### src/mesb_pkg.sv
// Constants and types shared by the metering event status bank.
// Assumes a single 20 MHz clock and an external serial front end.
package mesb_pkg;

  // ************************************************************
  // Widths and timing
  // ************************************************************
  localparam int MESB_AW = 7;
  localparam int MESB_DW = 16;
  localparam int MESB_CLK_HZ = 20000000;
  // Internal reset stretch after a software reset is one clock cycle more than this
  localparam logic [3:0] MESB_SWRST_HOLD = 4'h4;

  // ************************************************************
  // Register offsets
  // ************************************************************
  localparam logic [MESB_AW-1:0] MESB_OFS_SWRST   = 7'h70;
  localparam logic [MESB_AW-1:0] MESB_OFS_STATE0  = 7'h71;
  localparam logic [MESB_AW-1:0] MESB_OFS_STATE1  = 7'h72;
  localparam logic [MESB_AW-1:0] MESB_OFS_FLAGS0  = 7'h73;
  localparam logic [MESB_AW-1:0] MESB_OFS_FLAGS1  = 7'h74;
  localparam logic [MESB_AW-1:0] MESB_OFS_MASK0   = 7'h75;
  localparam logic [MESB_AW-1:0] MESB_OFS_MASK1   = 7'h76;
  localparam logic [MESB_AW-1:0] MESB_OFS_LASTXF  = 7'h78;
  localparam logic [MESB_AW-1:0] MESB_OFS_CKFAULT = 7'h79;
  localparam logic [MESB_AW-1:0] MESB_OFS_CKVALUE = 7'h7a;
  localparam logic [MESB_AW-1:0] MESB_OFS_UNLOCK  = 7'h7f;

  // ************************************************************
  // Values
  // ************************************************************
  localparam logic [MESB_DW-1:0] MESB_SWRST_KEY = 16'h789a;
  localparam logic [MESB_DW-1:0] MESB_RST_VAL   = 16'h0000;
  localparam logic [MESB_DW-1:0] MESB_RD_ZERO   = 16'h0000;

  // ************************************************************
  // Types
  // ************************************************************
  typedef enum logic [0:0] {
    MESB_RG_IDLE = 1'b0,
    MESB_RG_HOLD = 1'b1
  } mesb_rg_e;

  typedef struct packed {
    mesb_rg_e   st;
    logic [3:0] cnt;
    logic       coreRstN;
  } mesb_rg_s;

  typedef struct packed {
    logic [MESB_DW-1:0] statePri;
    logic [MESB_DW-1:0] stateSec;
    logic [MESB_DW-1:0] flagsPri;
    logic [MESB_DW-1:0] flagsSec;
    logic [MESB_DW-1:0] maskPri;
    logic [MESB_DW-1:0] maskSec;
    logic [MESB_DW-1:0] lastXfer;
    logic [MESB_DW-1:0] ckValue;
    logic [MESB_DW-1:0] unlock;
    logic [MESB_DW-1:0] rdData;
    logic               irq;
    logic               swReq;
  } mesb_bank_s;

endpackage : mesb_pkg

### src/mesb_rst_if.sv
// Reset request and core reset carried between bank and reset stretcher.
// Assumes both ends sit on the same clock.
`timescale 1ns/1ns
interface mesb_rst_if;
  logic swResetReq;
  logic coreRstN;

  modport ctl (output swResetReq, input coreRstN);
  modport gen (input swResetReq, output coreRstN);
endinterface : mesb_rst_if

### src/mesb_reset_gen.sv
// Core reset generator: merges the reset pin with software reset requests.
// Assumes resetn is asynchronous; release of the core reset is synchronous.
`timescale 1ns/1ns
module mesb_reset_gen
  import mesb_pkg::*;
(
  input logic  mclk,
  input logic  resetn,
  mesb_rst_if.gen rst
);

  mesb_rg_s rg_r;
  mesb_rg_s rg_nxt;

  // ************************************************************
  // Stretch a request into a multi-cycle core reset
  // ************************************************************
  always_comb begin
    rg_nxt = rg_r;
    unique case (rg_r.st)
      MESB_RG_IDLE: begin
        rg_nxt.coreRstN = 1'b1;
        if (rg_r.coreRstN && rst.swResetReq) begin
          rg_nxt.st       = MESB_RG_HOLD;
          rg_nxt.cnt      = MESB_SWRST_HOLD - 4'h1;
          rg_nxt.coreRstN = 1'b0;
        end
      end
      MESB_RG_HOLD: begin
        rg_nxt.coreRstN = 1'b0;
        if (rg_r.cnt == 4'h0) begin
          rg_nxt.st = MESB_RG_IDLE;
        end else begin
          rg_nxt.cnt = rg_r.cnt - 4'h1;
        end
      end
    endcase
  end

  // Only the pin clears this; the core reset must not reset itself
  always_ff @(posedge mclk or negedge resetn) begin
    if (!resetn) begin
      rg_r <= '{st: MESB_RG_IDLE, cnt: 4'h0, coreRstN: 1'b0};
    end else begin
      rg_r <= rg_nxt;
    end
  end

  assign rst.coreRstN = rg_r.coreRstN;

endmodule : mesb_reset_gen

### src/mesb_status_bank.sv
// Event state, change flags, masks and housekeeping registers of the meter.
// Assumes a serial front end presents one register access per strobe.
//
// What this block does
// RL1: Writing 789AH to register 70H resets the device.
// RL2: Software reset hits the same logic as pin or power-on reset.
// RL3: Reading the software reset register always returns zero.
// RL4: Primary state bits 15..13 show over-current on phases A..C.
// RL5: Primary state bits 12..10 show over-voltage on phases A..C.
// RL6: Bit 9 voltage sequence error, bit 8 current sequence error.
// RL7: Bit 7 set when neutral current exceeds warning threshold.
// RL8: Bits 6..4 show reactive, active, apparent sum no-load.
// RL9: Bits 3..0 give pulse outputs 1..4 direction, 1 reverse.
// RL10: Secondary bit 15 frequency high, bit 11 frequency low.
// RL11: Secondary bits 14..12 show sag on phases A..C.
// RL12: Secondary bits 10..8 show phase loss on phases A..C.
// RL13: Bit 7 total reactive sign, bits 6..4 phases A..C, 1 negative.
// RL14: Bit 3 total active sign, bits 2..0 phases A..C, 1 negative.
// RL15: Flag registers 73H and 74H readable, cleared bitwise by writing one.
// RL16: Mask registers 75H and 76H are plain read/write storage.
// RL17: Register 78H holds the last transfer value, write-one clears.
// RL18: A flag sets whenever its state bit changes value.
// RL19: A set flag interrupts only when its mask bit is one.
// RL20: Interrupt stays high while any unmasked flag remains set.
// RL21: State bits are live, ignore writes, read zero after reset.
`timescale 1ns/1ns
module mesb_status_bank
  import mesb_pkg::*;
#(
  parameter int NEUTRAL_W = 16
) (
  input  logic                 mclk,
  input  logic                 resetn,
  // Register access from the serial front end
  input  logic [MESB_AW-1:0]   regAddr,
  input  logic [MESB_DW-1:0]   regWrData,
  input  logic                 regWr,
  input  logic                 regRd,
  output logic [MESB_DW-1:0]   regRdData,
  // Detector levels, primary group
  input  logic                 overcurrentAState,
  input  logic                 overcurrentBState,
  input  logic                 overcurrentCState,
  input  logic                 overvoltageAState,
  input  logic                 overvoltageBState,
  input  logic                 overvoltageCState,
  input  logic                 voltageSequenceError,
  input  logic                 currentSequenceError,
  input  logic [NEUTRAL_W-1:0] neutralCurrent,
  input  logic [NEUTRAL_W-1:0] neutralWarningThreshold,
  input  logic                 totalReactiveNoload,
  input  logic                 totalActiveNoload,
  input  logic                 totalApparentNoload,
  input  logic                 pulseOut1Reverse,
  input  logic                 pulseOut2Reverse,
  input  logic                 pulseOut3Reverse,
  input  logic                 pulseOut4Reverse,
  // Detector levels, secondary group
  input  logic                 frequencyAboveLimit,
  input  logic                 frequencyBelowLimit,
  input  logic                 sagAState,
  input  logic                 sagBState,
  input  logic                 sagCState,
  input  logic                 lossAState,
  input  logic                 lossBState,
  input  logic                 lossCState,
  input  logic                 reactiveTotalSign,
  input  logic                 reactiveASign,
  input  logic                 reactiveBSign,
  input  logic                 reactiveCSign,
  input  logic                 activeTotalSign,
  input  logic                 activeASign,
  input  logic                 activeBSign,
  input  logic                 activeCSign,
  // Checksum block and configuration
  input  logic [MESB_DW-1:0]   checksumFaultState,
  output logic [MESB_DW-1:0]   checksumValue,
  output logic [MESB_DW-1:0]   configWriteUnlock,
  output logic                 irqOut
);

  // ************************************************************
  // Address decode
  // ************************************************************
  function automatic logic hit(
    input logic [MESB_AW-1:0] addr,
    input logic [MESB_AW-1:0] ofs
  );
    hit = (addr == ofs);
  endfunction : hit

  // ************************************************************
  // Core reset
  // ************************************************************
  mesb_rst_if rstLink ();

  mesb_reset_gen uResetGen (
    .mclk   (mclk),
    .resetn (resetn),
    .rst    (rstLink.gen)
  );

  logic coreRstN;
  assign coreRstN = rstLink.coreRstN;

  // ************************************************************
  // Detector sampling
  // ************************************************************
  logic               neutralOver;
  logic [MESB_DW-1:0] sampPri;
  logic [MESB_DW-1:0] sampSec;

  assign neutralOver = (neutralCurrent > neutralWarningThreshold); // [RL7]

  assign sampPri = {
    overcurrentAState,    // [RL4]
    overcurrentBState,
    overcurrentCState,
    overvoltageAState,    // [RL5]
    overvoltageBState,
    overvoltageCState,
    voltageSequenceError, // [RL6]
    currentSequenceError,
    neutralOver,          // [RL7]
    totalReactiveNoload,  // [RL8]
    totalActiveNoload,
    totalApparentNoload,
    pulseOut1Reverse,     // [RL9]
    pulseOut2Reverse,
    pulseOut3Reverse,
    pulseOut4Reverse
  };

  assign sampSec = {
    frequencyAboveLimit,  // [RL10]
    sagAState,            // [RL11]
    sagBState,
    sagCState,
    frequencyBelowLimit,  // [RL10]
    lossAState,           // [RL12]
    lossBState,
    lossCState,
    reactiveTotalSign,    // [RL13]
    reactiveASign,
    reactiveBSign,
    reactiveCSign,
    activeTotalSign,      // [RL14]
    activeASign,
    activeBSign,
    activeCSign
  };

  // ************************************************************
  // Register state
  // ************************************************************
  mesb_bank_s bk_r;
  mesb_bank_s bk_nxt;

  logic               wrSwRst;
  logic               wrFlags0;
  logic               wrFlags1;
  logic               wrMask0;
  logic               wrMask1;
  logic               wrLastXf;
  logic               wrCkValue;
  logic               wrUnlock;
  logic [MESB_DW-1:0] rdMux;
  logic [MESB_DW-1:0] clrPri;
  logic [MESB_DW-1:0] clrSec;
  logic [MESB_DW-1:0] chgPri;
  logic [MESB_DW-1:0] chgSec;

  assign wrSwRst   = regWr && hit(regAddr, MESB_OFS_SWRST);
  assign wrFlags0  = regWr && hit(regAddr, MESB_OFS_FLAGS0);
  assign wrFlags1  = regWr && hit(regAddr, MESB_OFS_FLAGS1);
  assign wrMask0   = regWr && hit(regAddr, MESB_OFS_MASK0);
  assign wrMask1   = regWr && hit(regAddr, MESB_OFS_MASK1);
  assign wrLastXf  = regWr && hit(regAddr, MESB_OFS_LASTXF);
  assign wrCkValue = regWr && hit(regAddr, MESB_OFS_CKVALUE);
  assign wrUnlock  = regWr && hit(regAddr, MESB_OFS_UNLOCK);

  // Edges of the sampled levels against the value software sees
  assign chgPri = sampPri ^ bk_r.statePri; // [RL18]
  assign chgSec = sampSec ^ bk_r.stateSec; // [RL18]

  assign clrPri = wrFlags0 ? regWrData : MESB_RD_ZERO; // [RL15]
  assign clrSec = wrFlags1 ? regWrData : MESB_RD_ZERO; // [RL15]

  // ************************************************************
  // Read multiplexer
  // ************************************************************
  always_comb begin
    unique case (regAddr)
      MESB_OFS_SWRST:   rdMux = MESB_RD_ZERO; // [RL3]
      MESB_OFS_STATE0:  rdMux = bk_r.statePri;
      MESB_OFS_STATE1:  rdMux = bk_r.stateSec;
      MESB_OFS_FLAGS0:  rdMux = bk_r.flagsPri; // [RL15]
      MESB_OFS_FLAGS1:  rdMux = bk_r.flagsSec; // [RL15]
      MESB_OFS_MASK0:   rdMux = bk_r.maskPri;  // [RL16]
      MESB_OFS_MASK1:   rdMux = bk_r.maskSec;  // [RL16]
      MESB_OFS_LASTXF:  rdMux = bk_r.lastXfer;
      MESB_OFS_CKFAULT: rdMux = checksumFaultState;
      MESB_OFS_CKVALUE: rdMux = bk_r.ckValue;
      MESB_OFS_UNLOCK:  rdMux = bk_r.unlock;
      default:          rdMux = MESB_RD_ZERO;
    endcase
  end

  // ************************************************************
  // Next state
  // ************************************************************
  always_comb begin
    bk_nxt = bk_r;

    // Live view; nothing written by software lands here
    bk_nxt.statePri = sampPri; // [RL21]
    bk_nxt.stateSec = sampSec; // [RL21]

    // A change in the clearing cycle survives the clear
    bk_nxt.flagsPri = (bk_r.flagsPri & ~clrPri) | chgPri; // [RL15] [RL18]
    bk_nxt.flagsSec = (bk_r.flagsSec & ~clrSec) | chgSec; // [RL15] [RL18]

    if (wrMask0) begin
      bk_nxt.maskPri = regWrData; // [RL16]
    end
    if (wrMask1) begin
      bk_nxt.maskSec = regWrData; // [RL16]
    end
    if (wrCkValue) begin
      bk_nxt.ckValue = regWrData;
    end
    if (wrUnlock) begin
      bk_nxt.unlock = regWrData;
    end

    // Clearing write to 78H is not itself recorded, else it could never clear
    if (wrLastXf) begin
      bk_nxt.lastXfer = bk_r.lastXfer & ~regWrData; // [RL17]
    end else if (regWr) begin
      bk_nxt.lastXfer = regWrData; // [RL17]
    end else if (regRd) begin
      bk_nxt.lastXfer = rdMux; // [RL17]
    end

    if (regRd) begin
      bk_nxt.rdData = rdMux;
    end

    // Key must match exactly; other values are dropped
    bk_nxt.swReq = wrSwRst && (regWrData == MESB_SWRST_KEY); // [RL1]

    bk_nxt.irq = |({bk_nxt.flagsPri, bk_nxt.flagsSec} &
                   {bk_nxt.maskPri, bk_nxt.maskSec}); // [RL19] [RL20]
  end

  // ************************************************************
  // State register
  // ************************************************************
  // Core reset covers pin and software reset alike
  always_ff @(posedge mclk or negedge coreRstN) begin
    if (!coreRstN) begin
      bk_r <= '{
        statePri: MESB_RST_VAL, // [RL21]
        stateSec: MESB_RST_VAL,
        flagsPri: MESB_RST_VAL,
        flagsSec: MESB_RST_VAL,
        maskPri:  MESB_RST_VAL,
        maskSec:  MESB_RST_VAL,
        lastXfer: MESB_RST_VAL,
        ckValue:  MESB_RST_VAL,
        unlock:   MESB_RST_VAL,
        rdData:   MESB_RST_VAL,
        irq:      1'b0,
        swReq:    1'b0
      }; // [RL2]
    end else begin
      bk_r <= bk_nxt;
    end
  end

  assign rstLink.swResetReq = bk_r.swReq; // [RL1] [RL2]

  // ************************************************************
  // Outputs
  // ************************************************************
  assign regRdData         = bk_r.rdData;
  assign checksumValue     = bk_r.ckValue;
  assign configWriteUnlock = bk_r.unlock;
  assign irqOut            = bk_r.irq;

endmodule : mesb_status_bank

### config.mk
export PLATFORM = sky130hd
export DESIGN_NAME = mesb_status_bank
export DESIGN_NICKNAME = d
export VERILOG_FILES = /design/src/mesb_pkg.sv /design/src/mesb_rst_if.sv /design/src/mesb_reset_gen.sv /design/src/mesb_status_bank.sv
export SDC_FILE = /design/constraint.sdc
export NUM_CORES = 1
export LEC_CHECK = 0
export ABC_AREA = 1
export ABC_CLOCK_PERIOD_IN_PS = 7900
export BUFFER_PORTS_ARGS = -buffer_cell sky130_fd_sc_hd__clkbuf_2
export CORE_ASPECT_RATIO = 0.6
export CORE_UTILIZATION = 52
export CTS_CLUSTER_DIAMETER = 50
export DETAILED_ROUTE_END_ITERATION = 12
export PLACE_DENSITY = 0.75
export RECOVER_POWER = 25
export SETUP_SLACK_MARGIN = 0.3
export SKIP_LAST_GASP = 1
export SLEW_MARGIN = 20
export SYNTH_ARGS = -nofsm -noshare
export SYNTH_HDL_FRONTEND = slang
export SYNTH_HIERARCHICAL = 1
export SYNTH_SLANG_ARGS = --single-unit
### constraint.sdc
create_clock -name mclk -period 7.9 [get_ports mclk]
set_input_delay 0.395 -clock mclk [delete_from_list [all_inputs] [get_ports mclk]]
set_output_delay 0.395 -clock mclk [all_outputs]
set_load 0.03 [all_outputs]
* Word-level counts from Yosys, hierarchy flattened
Index checks and enable logic that the tools add are counted.
** Storage, ports and cells
- Register bits after elaboration :: 168
- Bits in latches :: 0
- Bits in writable memories :: 0
- ROM bits :: 0
- Output and inout port bits :: 49
- Memories :: 0
** Operators by class
- Add/subtract/negate cells :: 1
- Multipliers :: 0
- Divide/modulo/power cells :: 0
- Order comparisons :: 1
- Equal/unequal tests :: 14
- Shift operators :: 0
- Multiplexer cells :: 12
- Bitwise operators :: 12
- Reductions and logical operators :: 14
** Operators with widths (count)
- $pmux 16 s10 :: 1
- $mux 16 :: 7
- $eq 7x7->1 const B :: 11
- $and 16x16->16 :: 3
- $not 16->16 :: 3
- $and 32x32->32 :: 1
- $or 16x16->16 :: 2
- $reduce_or 32->1 :: 1
- $xor 16x16->16 :: 2
- $eq 16x15->1 const B :: 1
- $gt 16x16->1 :: 1
- $pmux 6 s2 :: 1
- $logic_and 1x1->1 :: 10
- $mux 6 :: 1
- $logic_not 4->1 :: 1
- $mux 4 :: 1
- $sub 4x1->4 const B :: 1
- $reduce_bool 3->1 :: 1
- $ne 2x1->1 const B :: 1
- $ne 2x2->1 const B :: 1
- $reduce_and 2->1 :: 1
- $mux 1 :: 1
- $not 1->1 :: 1

* Depth between registers and ports, before layout
Gate-level depths: netlist of the first run.
- Word-level depth :: 8
- Gate-level depth with buffers :: 16
- Gate-level depth less buffers :: 16

* Modules after synthesis
Netlist of the first run, hierarchy kept.
** By module, submodules not included
- mesb_status_bank :: times used 1, cells an instance 1124, area an instance 8899.8 um^2
- mesb_reset_gen :: times used 1, cells an instance 36, area an instance 319.1 um^2

* Worst setup path before layout of the first run
Ideal clock, no wire load.
- Kind :: register to register
- Start point :: reg uResetGen.rg_r (netlist bit uResetGen/rst.coreRstN)
- End point :: reg uResetGen/rg_r[3] (netlist name)
- Arrival time :: 4449 ps
- Required time :: 7775 ps
- Path slack :: 3325 ps
- Stages on the path, launching flop included :: 4
- Path buffers :: 0
- Cells stage by stage :: dfrtp_1 a21oi_1 nand2_1 o21ai_1
** On the way
- Word-level cells in the longest chain between the ends :: 3
** Ends and longest elaborated chain
- start, declared :: RTL line mesb_reset_gen.sv:12 : mesb_rg_s rg_r;
- start signal, assigned :: RTL line mesb_reset_gen.sv:43 : rg_r <= '{st: MESB_RG_IDLE, cnt: 4'h0, coreRstN: 1'b0};
- start signal, assigned :: RTL line mesb_reset_gen.sv:45 : rg_r <= rg_nxt;
- $logic_and 1x1->1 :: RTL line mesb_reset_gen.sv:23 : if (rg_r.coreRstN && rst.swResetReq) begin
- $ne 2x1->1 (no source line)
- $reduce_and 2->1 (no source line)
No other way between the ends.
A chain may end at the register's enable or synchronous reset.

* Final worst setup path of the first run
- Start point :: in regAddr[6]
- End point :: reg bk_r[64] (netlist name)
** On the way
- Word-level cells in the longest chain between the ends :: 5
- Elaborated cells between the ends (all ways) :: 16
- Those cells by class :: 10 x eq/ne; 4 x mux; 2 x reduce/logical
** Ends and longest elaborated chain
- start, declared :: RTL line mesb_status_bank.sv:35 : input logic [MESB_AW-1:0] regAddr,
- $eq 7x7->1, on equally long branches :: RTL line mesb_status_bank.sv:193, mesb_status_bank.sv:89
- $pmux 16 s10 :: RTL line mesb_status_bank.sv:193 : unique case (regAddr)
- $mux 16 :: RTL line mesb_status_bank.sv:241 : end else if (regRd) begin
- $mux 16 :: RTL line mesb_status_bank.sv:239 : end else if (regWr) begin
- $mux 16 :: RTL line mesb_status_bank.sv:237 : if (wrLastXf) begin
- end signal, assigned :: RTL line mesb_status_bank.sv:262 : bk_r <= '{
- end signal, assigned :: RTL line mesb_status_bank.sv:277 : bk_r <= bk_nxt;
- end, declared :: RTL line mesb_status_bank.sv:156 : mesb_bank_s bk_r;
Several ways; a longest one is shown, not always the timed one. The select of a mux whose other input is x is not followed.

==> metrics, run 1 <==
CTS Buffer Depth 2; antenna viol nets, final 0; VDD IR max 0.000151 V; routed len/inst 18.2 um; CTS Buf Count 17; commonest cells after routing, fill and taps aside 399 x nand2_1, 168 x dfrtp_1, 109 x clkbuf_2; endpoints failing setup 0; CTS tree done; H-tree levels 4; fin crit share 34.8%; synthesized area 9220 sq um; pre-CTS setup slack 4.81 ns; Worst Hold Class input port to register; CP Max Fanout 61; max-cap check violation count 1; GRT Total Usage 31.0%; clock latency on the worst-skew pair 0.43 ns; port bufs 154; critical path launch point regAddr[6]; antenna diode count 0; Slew @ Worst Pin 1.71 ns; vias in the first global route 7767; RSZ-0062 raised after global routing no; first-pass GRT wire length 42700 um; clock skew 0.0123 ns; share of cells above drive strength 1 15.0%; commonest non-fill, non-tap cell in the layout nand2_1; largest net degree at the start of global routing 68; Worst setup SP type input port; kind of critical path input port to register; core box area 17200 sq um; Cells on Worst Hold Path 1; nets 1367; setup_tns 0 ns; syn_nets 1283; Worst-path clk slew 0.07 ns; DRC 0; Leak 4.97 nW; Layout area overhead 10.5%; fmax 364 MHz; met3 routed WL 3330 um; Mapped Cells 1160; design area 10200 sq um; Iter 0 DRT Violations 841; Synth warnings 6; r2r worst-path depth 4; Placed Area 9660 sq um; CP Capture Type register; pwr/cell area 202 nW/um^2; clock root buffer clkbuf_16; synthesized area per cell 7.95 sq um; gr ovfl total 0; CTS sink count 168; setup ws final 5.15 ns; final wirelength 27100 um; outcome finished, violations left; relative slew slack -14.1%; Final Hold Viols 0; CP required 8.26 ns; Distinct cells, synth 37; chip height 105 um; Reg-to-Reg Start uResetGen/rst.coreRstN; initial core utilization 53.5%; # rows 37; register area share after synthesis 45.6%; post-CTS setup buffer count 0; Slew Limit Fails 45; Metal-1 WL 11700 um; DP HPWL 19700 um; initial antenna violation count 0; worst hold margin 0.0951 ns; Placer Congestion 0.932; met2 WL 11200 um; # fillers 1599; Die Area 18300 sq um; vias per std cell 5.61; crit path time final 2.75 ns; arrival time of the worst setup path 3.10 ns; drt pass-1 iters 5; Synth Register Bits 168; I/O pins 155; vias 8364; failing checks capacitance limit, slew limit; DR top layer met4; die width 174 um; Hold Startpoint activeASign
## stage by stage
step	power [mW]	util, %	std cells
6_report	2.06	59.1	1491
5_1_grt	2.13	59.1	1491
4_1_cts	2.06	59.6	1491
3_5_place_dp	1.22	56.1	1458
3_3_place_gp	1.21	56.1	1458
2_1_floorplan	1.15	-	1160
## critical path, cell delays in order
cell and delay, ns:
clkbuf_2 0.13, inv_1 0.10, nor2_8 0.69, nand2_2 0.19, nor2_4 0.42, nand2_1 0.58, nor3_1 0.34, a211oi_1 0.09
a21oi_1 0.14
## cell type report
class | count | area (sq um) | share of cell area [%]
inverter | 86 | 323 | 3.17
tap | 234 | 293 | 2.88
multi-input combinational | 813 | 4030 | 39.5
sequential | 168 | 4200 | 41.3
timing repair buffer | 158 | 747 | 7.34
clock buffer | 18 | 429 | 4.21
clock inverter | 14 | 161 | 1.58
## per-layer routing
metal | GRT usage, % | up-vias
met1 | 44.8 | 3928
li1 | - | 3853
met2 | 43.9 | 513
met3 | 8.41 | 70
met5 | 0 | -
met4 | 12.1 | 0
## where the power goes
group	internal [mW]	switching [mW]
clock network	0.474	0.378
registers	0.912	0.0370
logic	0.0859	0.172
## what timing repair did
item | in CTS | in global routing
endpoints found under the hold margin | 6 | 0
gates resized for setup | 0 | 0
hold buffers | 1 | 0
## sequential cells by signal (all words and copies together) (netlist names)
register / flops
checksumValue: 16
bk_r: 112
uResetGen/rst.coreRstN: 1
regRdData: 16
configWriteUnlock: 16
irqOut: 1
rstLink.swResetReq: 1
uResetGen/rg_r: 5
## final timing paths
path	endpoint	slack [ns]
min in group asynchronous	uResetGen/rg_r[1]	0.36
worst min register to register	uResetGen/rg_r[1]	0.47
worst max register to register	uResetGen/rg_r[3]	5.17
worst max-delay path	bk_r[64]	5.15
max in group asynchronous	bk_r[55]	5.51
worst min-delay path	bk_r[132]	0.1
## synth_stat cells, drive strengths merged
library cell | n | area share [%]
nand2 | 412 | 17
dfrtp | 168 | 46
nor2 | 87 | 4.2
inv | 86 | 3.5
o21ai | 86 | 4.7
buf | 82 | 6.6
nand3 | 69 | 4.1
nand4 | 37 | 2.5
xnor2 | 32 | 3.0
a21oi | 30 | 1.6
ha | 17 | 2.3
clkbuf | 11 | 0.45
a31oi | 10 | 0.68
nor3 | 8 | 0.80
mux2 | 5 | 0.61
nand3b | 5 | 0.41
o21bai | 5 | 0.41
nor3b | 4 | 0.54
nor4 | 2 | 0.14
a211oi | 1 | 0.081
o21a | 1 | 0.081
o22ai | 1 | 0.068
o31ai | 1 | 0.081
## cell families after synthesis
family / synth area share, %
buffers and inverters: 10.6
AOI/OAI and AO/OA: 7.70
muxes: 0.611
adders and majority gates: 2.31
and+or+nand+nor: 30.2
DFF: 45.6
xor gates and xnor gates: 3.04
(Power assumes the default switching activity.)
==> run 2: changes to the inputs <==
--- a/config.mk
+++ b/config.mk
@@ -6,7 +6,7 @@
 export NUM_CORES = 1
 export LEC_CHECK = 0
 export ABC_AREA = 1
-export ABC_CLOCK_PERIOD_IN_PS = 7900
+export ABC_CLOCK_PERIOD_IN_PS = 2800
 export BUFFER_PORTS_ARGS = -buffer_cell sky130_fd_sc_hd__clkbuf_2
 export CORE_ASPECT_RATIO = 0.6
 export CORE_UTILIZATION = 52
==> constraint.sdc (replaced) <==
create_clock -name mclk -period 2.8 [get_ports mclk]
set_input_delay 0.14 -clock mclk [delete_from_list [all_inputs] [get_ports mclk]]
set_output_delay 0.14 -clock mclk [all_outputs]
set_load 0.03 [all_outputs]
==> run 2 against run 1 <==
The run now ends clean. Register-to-register slack got worse by 4.1 ns. First-iteration DRC count increased by 14%. Core utilization increased by 2.5 points. Largest cell class unchanged. Sequential power increased to 2.8 times the previous value. Total power increased to 2.8 times the previous value. Sequential cell count unchanged. Sequential share of layout area decreased by 1.6 points.
==> metrics, run 2 (same netlist as run 1, synthesis figures left out) <==
fin util 61.6% (+2.5 points); Layout area overhead 15.1%; core box area 17200 sq um (unchanged); GRT Total Usage 32.0% (+1.0 points); # rows 37 (unchanged); CP Capture Point irqOut; vias 8390 (+0.31%); routed len/inst 18.2 um (-0.32%); post-cts resize count 0 (unchanged); antenna diode count 0 (unchanged); worst hold margin 0.0397 ns (-0.0554 ns); share of cells above drive strength 1 16.3% (+1.3 points); fmax 533 MHz; commonest cells after routing, fill and taps aside 399 x nand2_1, 167 x dfrtp_1, 122 x clkbuf_2; Worst-path clk slew 0.07 ns (about the same); chip height 105 um (unchanged); Final Hold Viols 0 (unchanged); CTS Buf Count 17 (unchanged); r2r worst-path depth 1 (-3); reg2reg end bk_r[154]; first-pass GRT wire length 44200 um (+3.4%); arrival time of the worst setup path 2.17 ns (-0.93 ns); kind of critical path input port to register; Slew Limit Fails 0 (-100%); CP Max Fanout 31 (-49%); CTS sink count 168 (unchanged); clock skew 0.0137 ns (+0.00133 ns); design area 10600 sq um (+4.2%); H-tree levels 4 (unchanged); DRC 0 (unchanged); Biggest register bk_r; CTS tree done; RSZ-0062 raised after global routing no; commonest non-fill, non-tap cell in the layout nand2_1; Iter 0 DRT Violations 961 (+14%); initial core utilization 53.5% (unchanged); Worst Hold Class input port to register; VDD IR max 0.000307 V (+100%); antenna viol nets, final 0 (unchanged); DP HPWL 20500 um (+4.2%); endpoints failing setup 0 (unchanged); max-cap check violation count 0 (-1); I/O pins 155 (unchanged); outcome complete, no violations; Leak 5.18 nW (+4.3%); Reg-to-Reg Start uResetGen/rst.coreRstN; fin crit share 67.0%; Worst setup SP type input port; crit path time final 1.88 ns; gr ovfl total 0 (unchanged); clock latency on the worst-skew pair 0.43 ns (about the same); nets 1407 (+2.9%); critical path launch point regAddr[3]; setup_tns 0 ns (unchanged); Reg2Reg Setup Slack 1.09 ns (-4.08 ns); port bufs 154 (unchanged); pwr/cell area 550 nW/um^2 (+170%); largest net degree at the start of global routing 102 (+50%); Placer Congestion 0.953 (+2.2%); CP required 3.10 ns (-5.16 ns); initial antenna violation count 0 (unchanged); clock root buffer clkbuf_16; drt pass-1 iters 8 (+3); Slew @ Worst Pin 1.41 ns (-0.303 ns); vias in the first global route 8043 (+3.6%); final wirelength 27800 um (+2.4%); Placed Area 9750 sq um (+0.96%); max reg flops 112 (unchanged); CTS Buffer Depth 2 (unchanged); Die Area 18300 sq um (unchanged); die width 174 um (unchanged); CP Capture Type register; vias per std cell 5.48 (-2.3%); relative slew slack 6.11% (+20 points)
## run 2: cell types whose count changed in the layout (fill, tap and decap cells not counted), moves of 2 or more
cell           change
buf_4              +7
clkbuf_1          -13
clkbuf_2          +13
clkinvlp_4         +2
dlygate4sd3_1     +31
o21ai_0            -2
o21ai_1            +2
## run 2: worst min-delay path by stage
stage	depth (start not counted)	slack [ns]	to	from
6_report	3	0.04	bk_r[86]	regWrData[4]
4_1_cts	3	0.04	bk_r[86]	regWrData[4]
3_5_place_dp	1	-0.02	uResetGen/rg_r[1]	resetn
2_1_floorplan	0	-0.16	uResetGen/rg_r[1]	resetn
3_3_place_gp	1	-0.02	uResetGen/rg_r[2]	resetn
5_1_grt	3	0.06	bk_r[86]	regWrData[4]
## run 2: per-stage QoR
step | worst slack (ns) | total power, mW | cells
after floorplan | 0.783 | 3.23 | 1160
after global placement | 0.630 | 3.43 | 1467
after detailed placement | 0.614 | 3.44 | 1467
after CTS | 1.05 | 5.84 | 1531
after global routing | 0.762 | 6.04 | 1531
final | 0.925 | 5.84 | 1531
## run 2: worst max-delay path, stage by stage
cell and delay, ns:
clkbuf_2 0.11, inv_1 0.18, nand2_2 0.14, nor2_4 0.64
nand4_1 0.17, nand2_1 0.13, nand2_1 0.13, nand2_1 0.10
nand2_1 0.05, nor2_1 0.11, nand2_1 0.06, nor2_1 0.12
nand3_1 0.09
## run 2: layout make-up
cell class / instances / area [sq um]
clock buffer: 18 / 429
clock inverter: 14 / 163
fill: 1543 / 6610
inverter: 86 / 323
multi-input combinational: 813 / 4040
sequential: 168 / 4210
tap: 234 / 293
timing repair buffer: 198 / 1150
## run 2: power breakdown
part	total, mW	switching, mW	internal [mW]
Clock	2.39	1.05	1.34
Sequential	2.67	0.0997	2.57
Combinational	0.777	0.499	0.278
## run 2: timing repair
action,in CTS,in global routing
endpoints found under the hold margin,46,0
hold buffers,32,0
buffers inserted,0,0
## run 2: metal layers
metal | track usage [%] | share of wire, %
met1 | 45.0 | 43
met2 | 45.7 | 42
met3 | 11.2 | 13
met4 | 10.7 | 2.4
met5 | 0 | 0
==> run 3: changes to the inputs <==
--- a/config.mk
+++ b/config.mk
@@ -6,13 +6,13 @@
 export NUM_CORES = 1
 export LEC_CHECK = 0
 export ABC_AREA = 1
-export ABC_CLOCK_PERIOD_IN_PS = 2800
+export ABC_CLOCK_PERIOD_IN_PS = 1500
 export BUFFER_PORTS_ARGS = -buffer_cell sky130_fd_sc_hd__clkbuf_2
 export CORE_ASPECT_RATIO = 0.6
 export CORE_UTILIZATION = 52
 export CTS_CLUSTER_DIAMETER = 50
 export DETAILED_ROUTE_END_ITERATION = 12
-export PLACE_DENSITY = 0.75
+export PLACE_DENSITY = 0.78
 export RECOVER_POWER = 25
 export SETUP_SLACK_MARGIN = 0.3
 export SKIP_LAST_GASP = 1
==> constraint.sdc (replaced) <==
create_clock -name mclk -period 1.5 [get_ports mclk]
set_input_delay 0.075 -clock mclk [delete_from_list [all_inputs] [get_ports mclk]]
set_output_delay 0.075 -clock mclk [all_outputs]
set_load 0.03 [all_outputs]
==> run 3 against run 2 <==
Total power is 97% higher. Clock power is 91% higher. Clock skew is 0.0036 ns lower. Routed wire length is 28% higher. Critical endpoint unchanged. The flow now finishes with violations (setup timing). Count of clock-buffer cells in the layout stayed put. Setup slack worse by 0.96 ns. Cell area is 22% higher. Combinational power is 140% higher. Sequential cell count stayed put. Cell count is 9.4% higher. Hold slack worse by 0.0011 ns.
==> metrics, run 3 (same netlist as run 1, synthesis figures left out) <==
outcome finished, violations left; failing checks setup timing; # rows 37 (unchanged); Biggest register bk_r; Placer Congestion 1.03 (+7.9%); DRC 0 (unchanged); commonest non-fill, non-tap cell in the layout nand2_1; GRT Total Usage 37.3% (+5.3 points); fin crit share 102%; Worst setup SP type input port; critical path launch point regAddr[3]; fmax 651 MHz; antenna viol nets, final 0 (unchanged); worst hold margin 0.0386 ns (-0.00114 ns); end point of the worst hold path bk_r[117]; CP Buf/Inv Count 4 (+2); routed len/inst 21.2 um (+17%); max-cap check violation count 0 (unchanged); pre-CTS setup slack -0.376 ns (-0.989 ns); NetSw 3.42 mW (+110%); setup_tns -0.0368 ns (-0.0368 ns); final wirelength 35500 um (+28%); Die Area 18300 sq um (unchanged); VDD IR max 0.000785 V (+160%); sequential cell area 4210 sq um (about the same); vias per std cell 5.93 (+8.2%); CTS sink count 168 (unchanged); most used cell, CP nand2_1; crit path time final 1.54 ns; largest net degree at the start of global routing 75 (-26%); arrival time of the worst setup path 1.85 ns (-0.32 ns); Slew Limit Fails 0 (unchanged); Slew @ Worst Pin 0.691 ns (-0.717 ns); reg2reg end irqOut; core box area 17200 sq um (unchanged); slowest stage delay, CP 0.17 ns (-0.47 ns); RSZ-0062 raised after global routing yes; CTS tree done; clock latency on the worst-skew pair 0.45 ns (+0.02 ns); die width 174 um (unchanged); initial core utilization 53.5% (unchanged); Final Hold Viols 0 (unchanged); CTS Buffer Depth 2 (unchanged); sw frac 29.8% (+1.5 points); I/O pins 155 (unchanged); area of the multi-input gates 4770 sq um (+18%); Worst path slowest cell nor2_4; relative slew slack 53.9% (+48 points); Worst Hold Class input port to register; Reg2Reg Setup Slack 0.04 ns (-1.05 ns); vias in the first global route 9333 (+16%); gr ovfl total 0 (unchanged); drt pass-1 iters 10 (+2); Hold Startpoint regWrData[3]; Leak 6.50 nW (+25%); kind of critical path input port to register; Layout area overhead 40.0%; setup ws final -0.0368 ns (-0.962 ns); nets 1549 (+10%); Seq pwr share 43.7% (-2.1 points); DP HPWL 22300 um (+8.3%); Internal 8.06 mW (+92%); pwr/cell area 889 nW/um^2 (+62%); initial antenna violation count 1 (+1); # fillers 1111 (-28%); CTS Buf Count 17 (unchanged); CP Capture Type register; first-pass GRT wire length 51100 um (+16%); endpoints failing setup 1 (+1); chip height 105 um (unchanged); Cells on Worst Hold Path 4 (+1); max reg flops 112 (unchanged); Crit path max-delay family simple AND/OR/NAND/NOR gates; combinational group share of total power 16.5% (+3.2 points); CP Max Fanout 5 (-84%); CP Cell Sequence clkbuf_2 > inv_4 > nand2_4 > nor2_4 > nand3_4 > buf_12 > clkbuf_16 > nand2_1 > o21ai_1 > nand2_1 > nand2_1 > nor2_1 > nand2_1 > nor2_2 > nand3_1; CP required 1.81 ns (-1.29 ns); Reg-to-Reg Start bk_r[160]; Iter 0 DRT Violations 1485 (+55%); share of cells above drive strength 1 34.1% (+18 points); vias 9931 (+18%); H-tree levels 4 (unchanged); Worst-path clk slew 0.08 ns (about the same); clock root buffer clkbuf_16; r2r worst-path depth 8 (+7); commonest cells after routing, fill and taps aside 353 x nand2_1, 166 x dfrtp_1, 126 x clkbuf_2; port bufs 154 (unchanged); clock skew 0.0101 ns (-0.00360 ns); power share of the clock group 39.8% (-1.1 points)
## run 3: cell types whose count changed in the layout (fill, tap and decap cells not counted), moves of 21 or more
| cell | change |
|---|---|
| buf_6 | +21 |
| buf_4 | +90 |
| nand2_1 | -46 |
| nand2_2 | +26 |
| nand3_1 | -29 |
| nand3_2 | +24 |
## run 3: repair_timing
action	CTS	global route
pin swaps	61	52
gates resized for setup	129	84
buffers inserted	22	17
hold buffers	38	0
cloned	2	3
setup endpoints to repair	33	56
endpoints found under the hold margin	68	0
## run 3: area by class of cell
| type | count | area share, % |
|---|---|---|
| inverter | 86 | 2.74 |
| timing repair buffer | 339 | 20.8 |
| multi-input combinational | 813 | 36.9 |
| antenna | 2 | 0.0388 |
| clock inverter | 14 | 1.24 |
| tap | 234 | 2.27 |
| timing repair inverter | 1 | 0.0485 |
| sequential | 168 | 32.6 |
| clock buffer | 18 | 3.32 |
## run 3: how the worst max path moves through the flow
stage / end / slack (ns) / cells after the start
after floorplan: uResetGen/rg_r[2] / -0.52 / 3
after global placement: irqOut / -0.34 / 14
after detailed placement: irqOut / -0.38 / 14
after CTS: irqOut / 0.14 / 8
after global routing: irqOut / -0.11 / 14
final: irqOut / -0.04 / 15
## run 3: worst register-to-register path, stage by stage (launching register included)
cell,delay [ns]
dfrtp_1,0.42
xnor2_1,0.22
nand2_1,0.12
nand2_1,0.08
nand2_1,0.05
nor2_1,0.10
nand2_1,0.08
nor2_2,0.15
nand3_1,0.10
## run 3: per-layer routing
metal  up-vias  track usage (%)  share of wire [%]
met4         4             17.7                6.3
li1       4243                -                  -
met5         -                0               0.52
met1      4609             50.4                 37
met3       246             11.7                 14
met2       829             54.5                 42
## run 3: power groups by stage
stage | combinational, mW | sequential [mW] | clock (mW)
after floorplan | 1.03 | 5.01 | 0
after global placement | 1.49 | 5.06 | 0
after detailed placement | 1.53 | 5.07 | 0
after CTS | 1.73 | 4.99 | 4.53
after global routing | 2.02 | 5.04 | 4.73
final | 1.89 | 5.02 | 4.57
## run 3: through the flow
step | area [sq um] | util [%] | power (mW) | cells
final | 12900 | 75.0 | 11.5 | 1675
after global routing | 12900 | 74.9 | 11.8 | 1673
after CTS | 12400 | 72.1 | 11.2 | 1653
after detailed placement | 10700 | 62.1 | 6.60 | 1559
after global placement | 10700 | 62.1 | 6.55 | 1559
after floorplan | 9310 | - | 6.04 | 1160
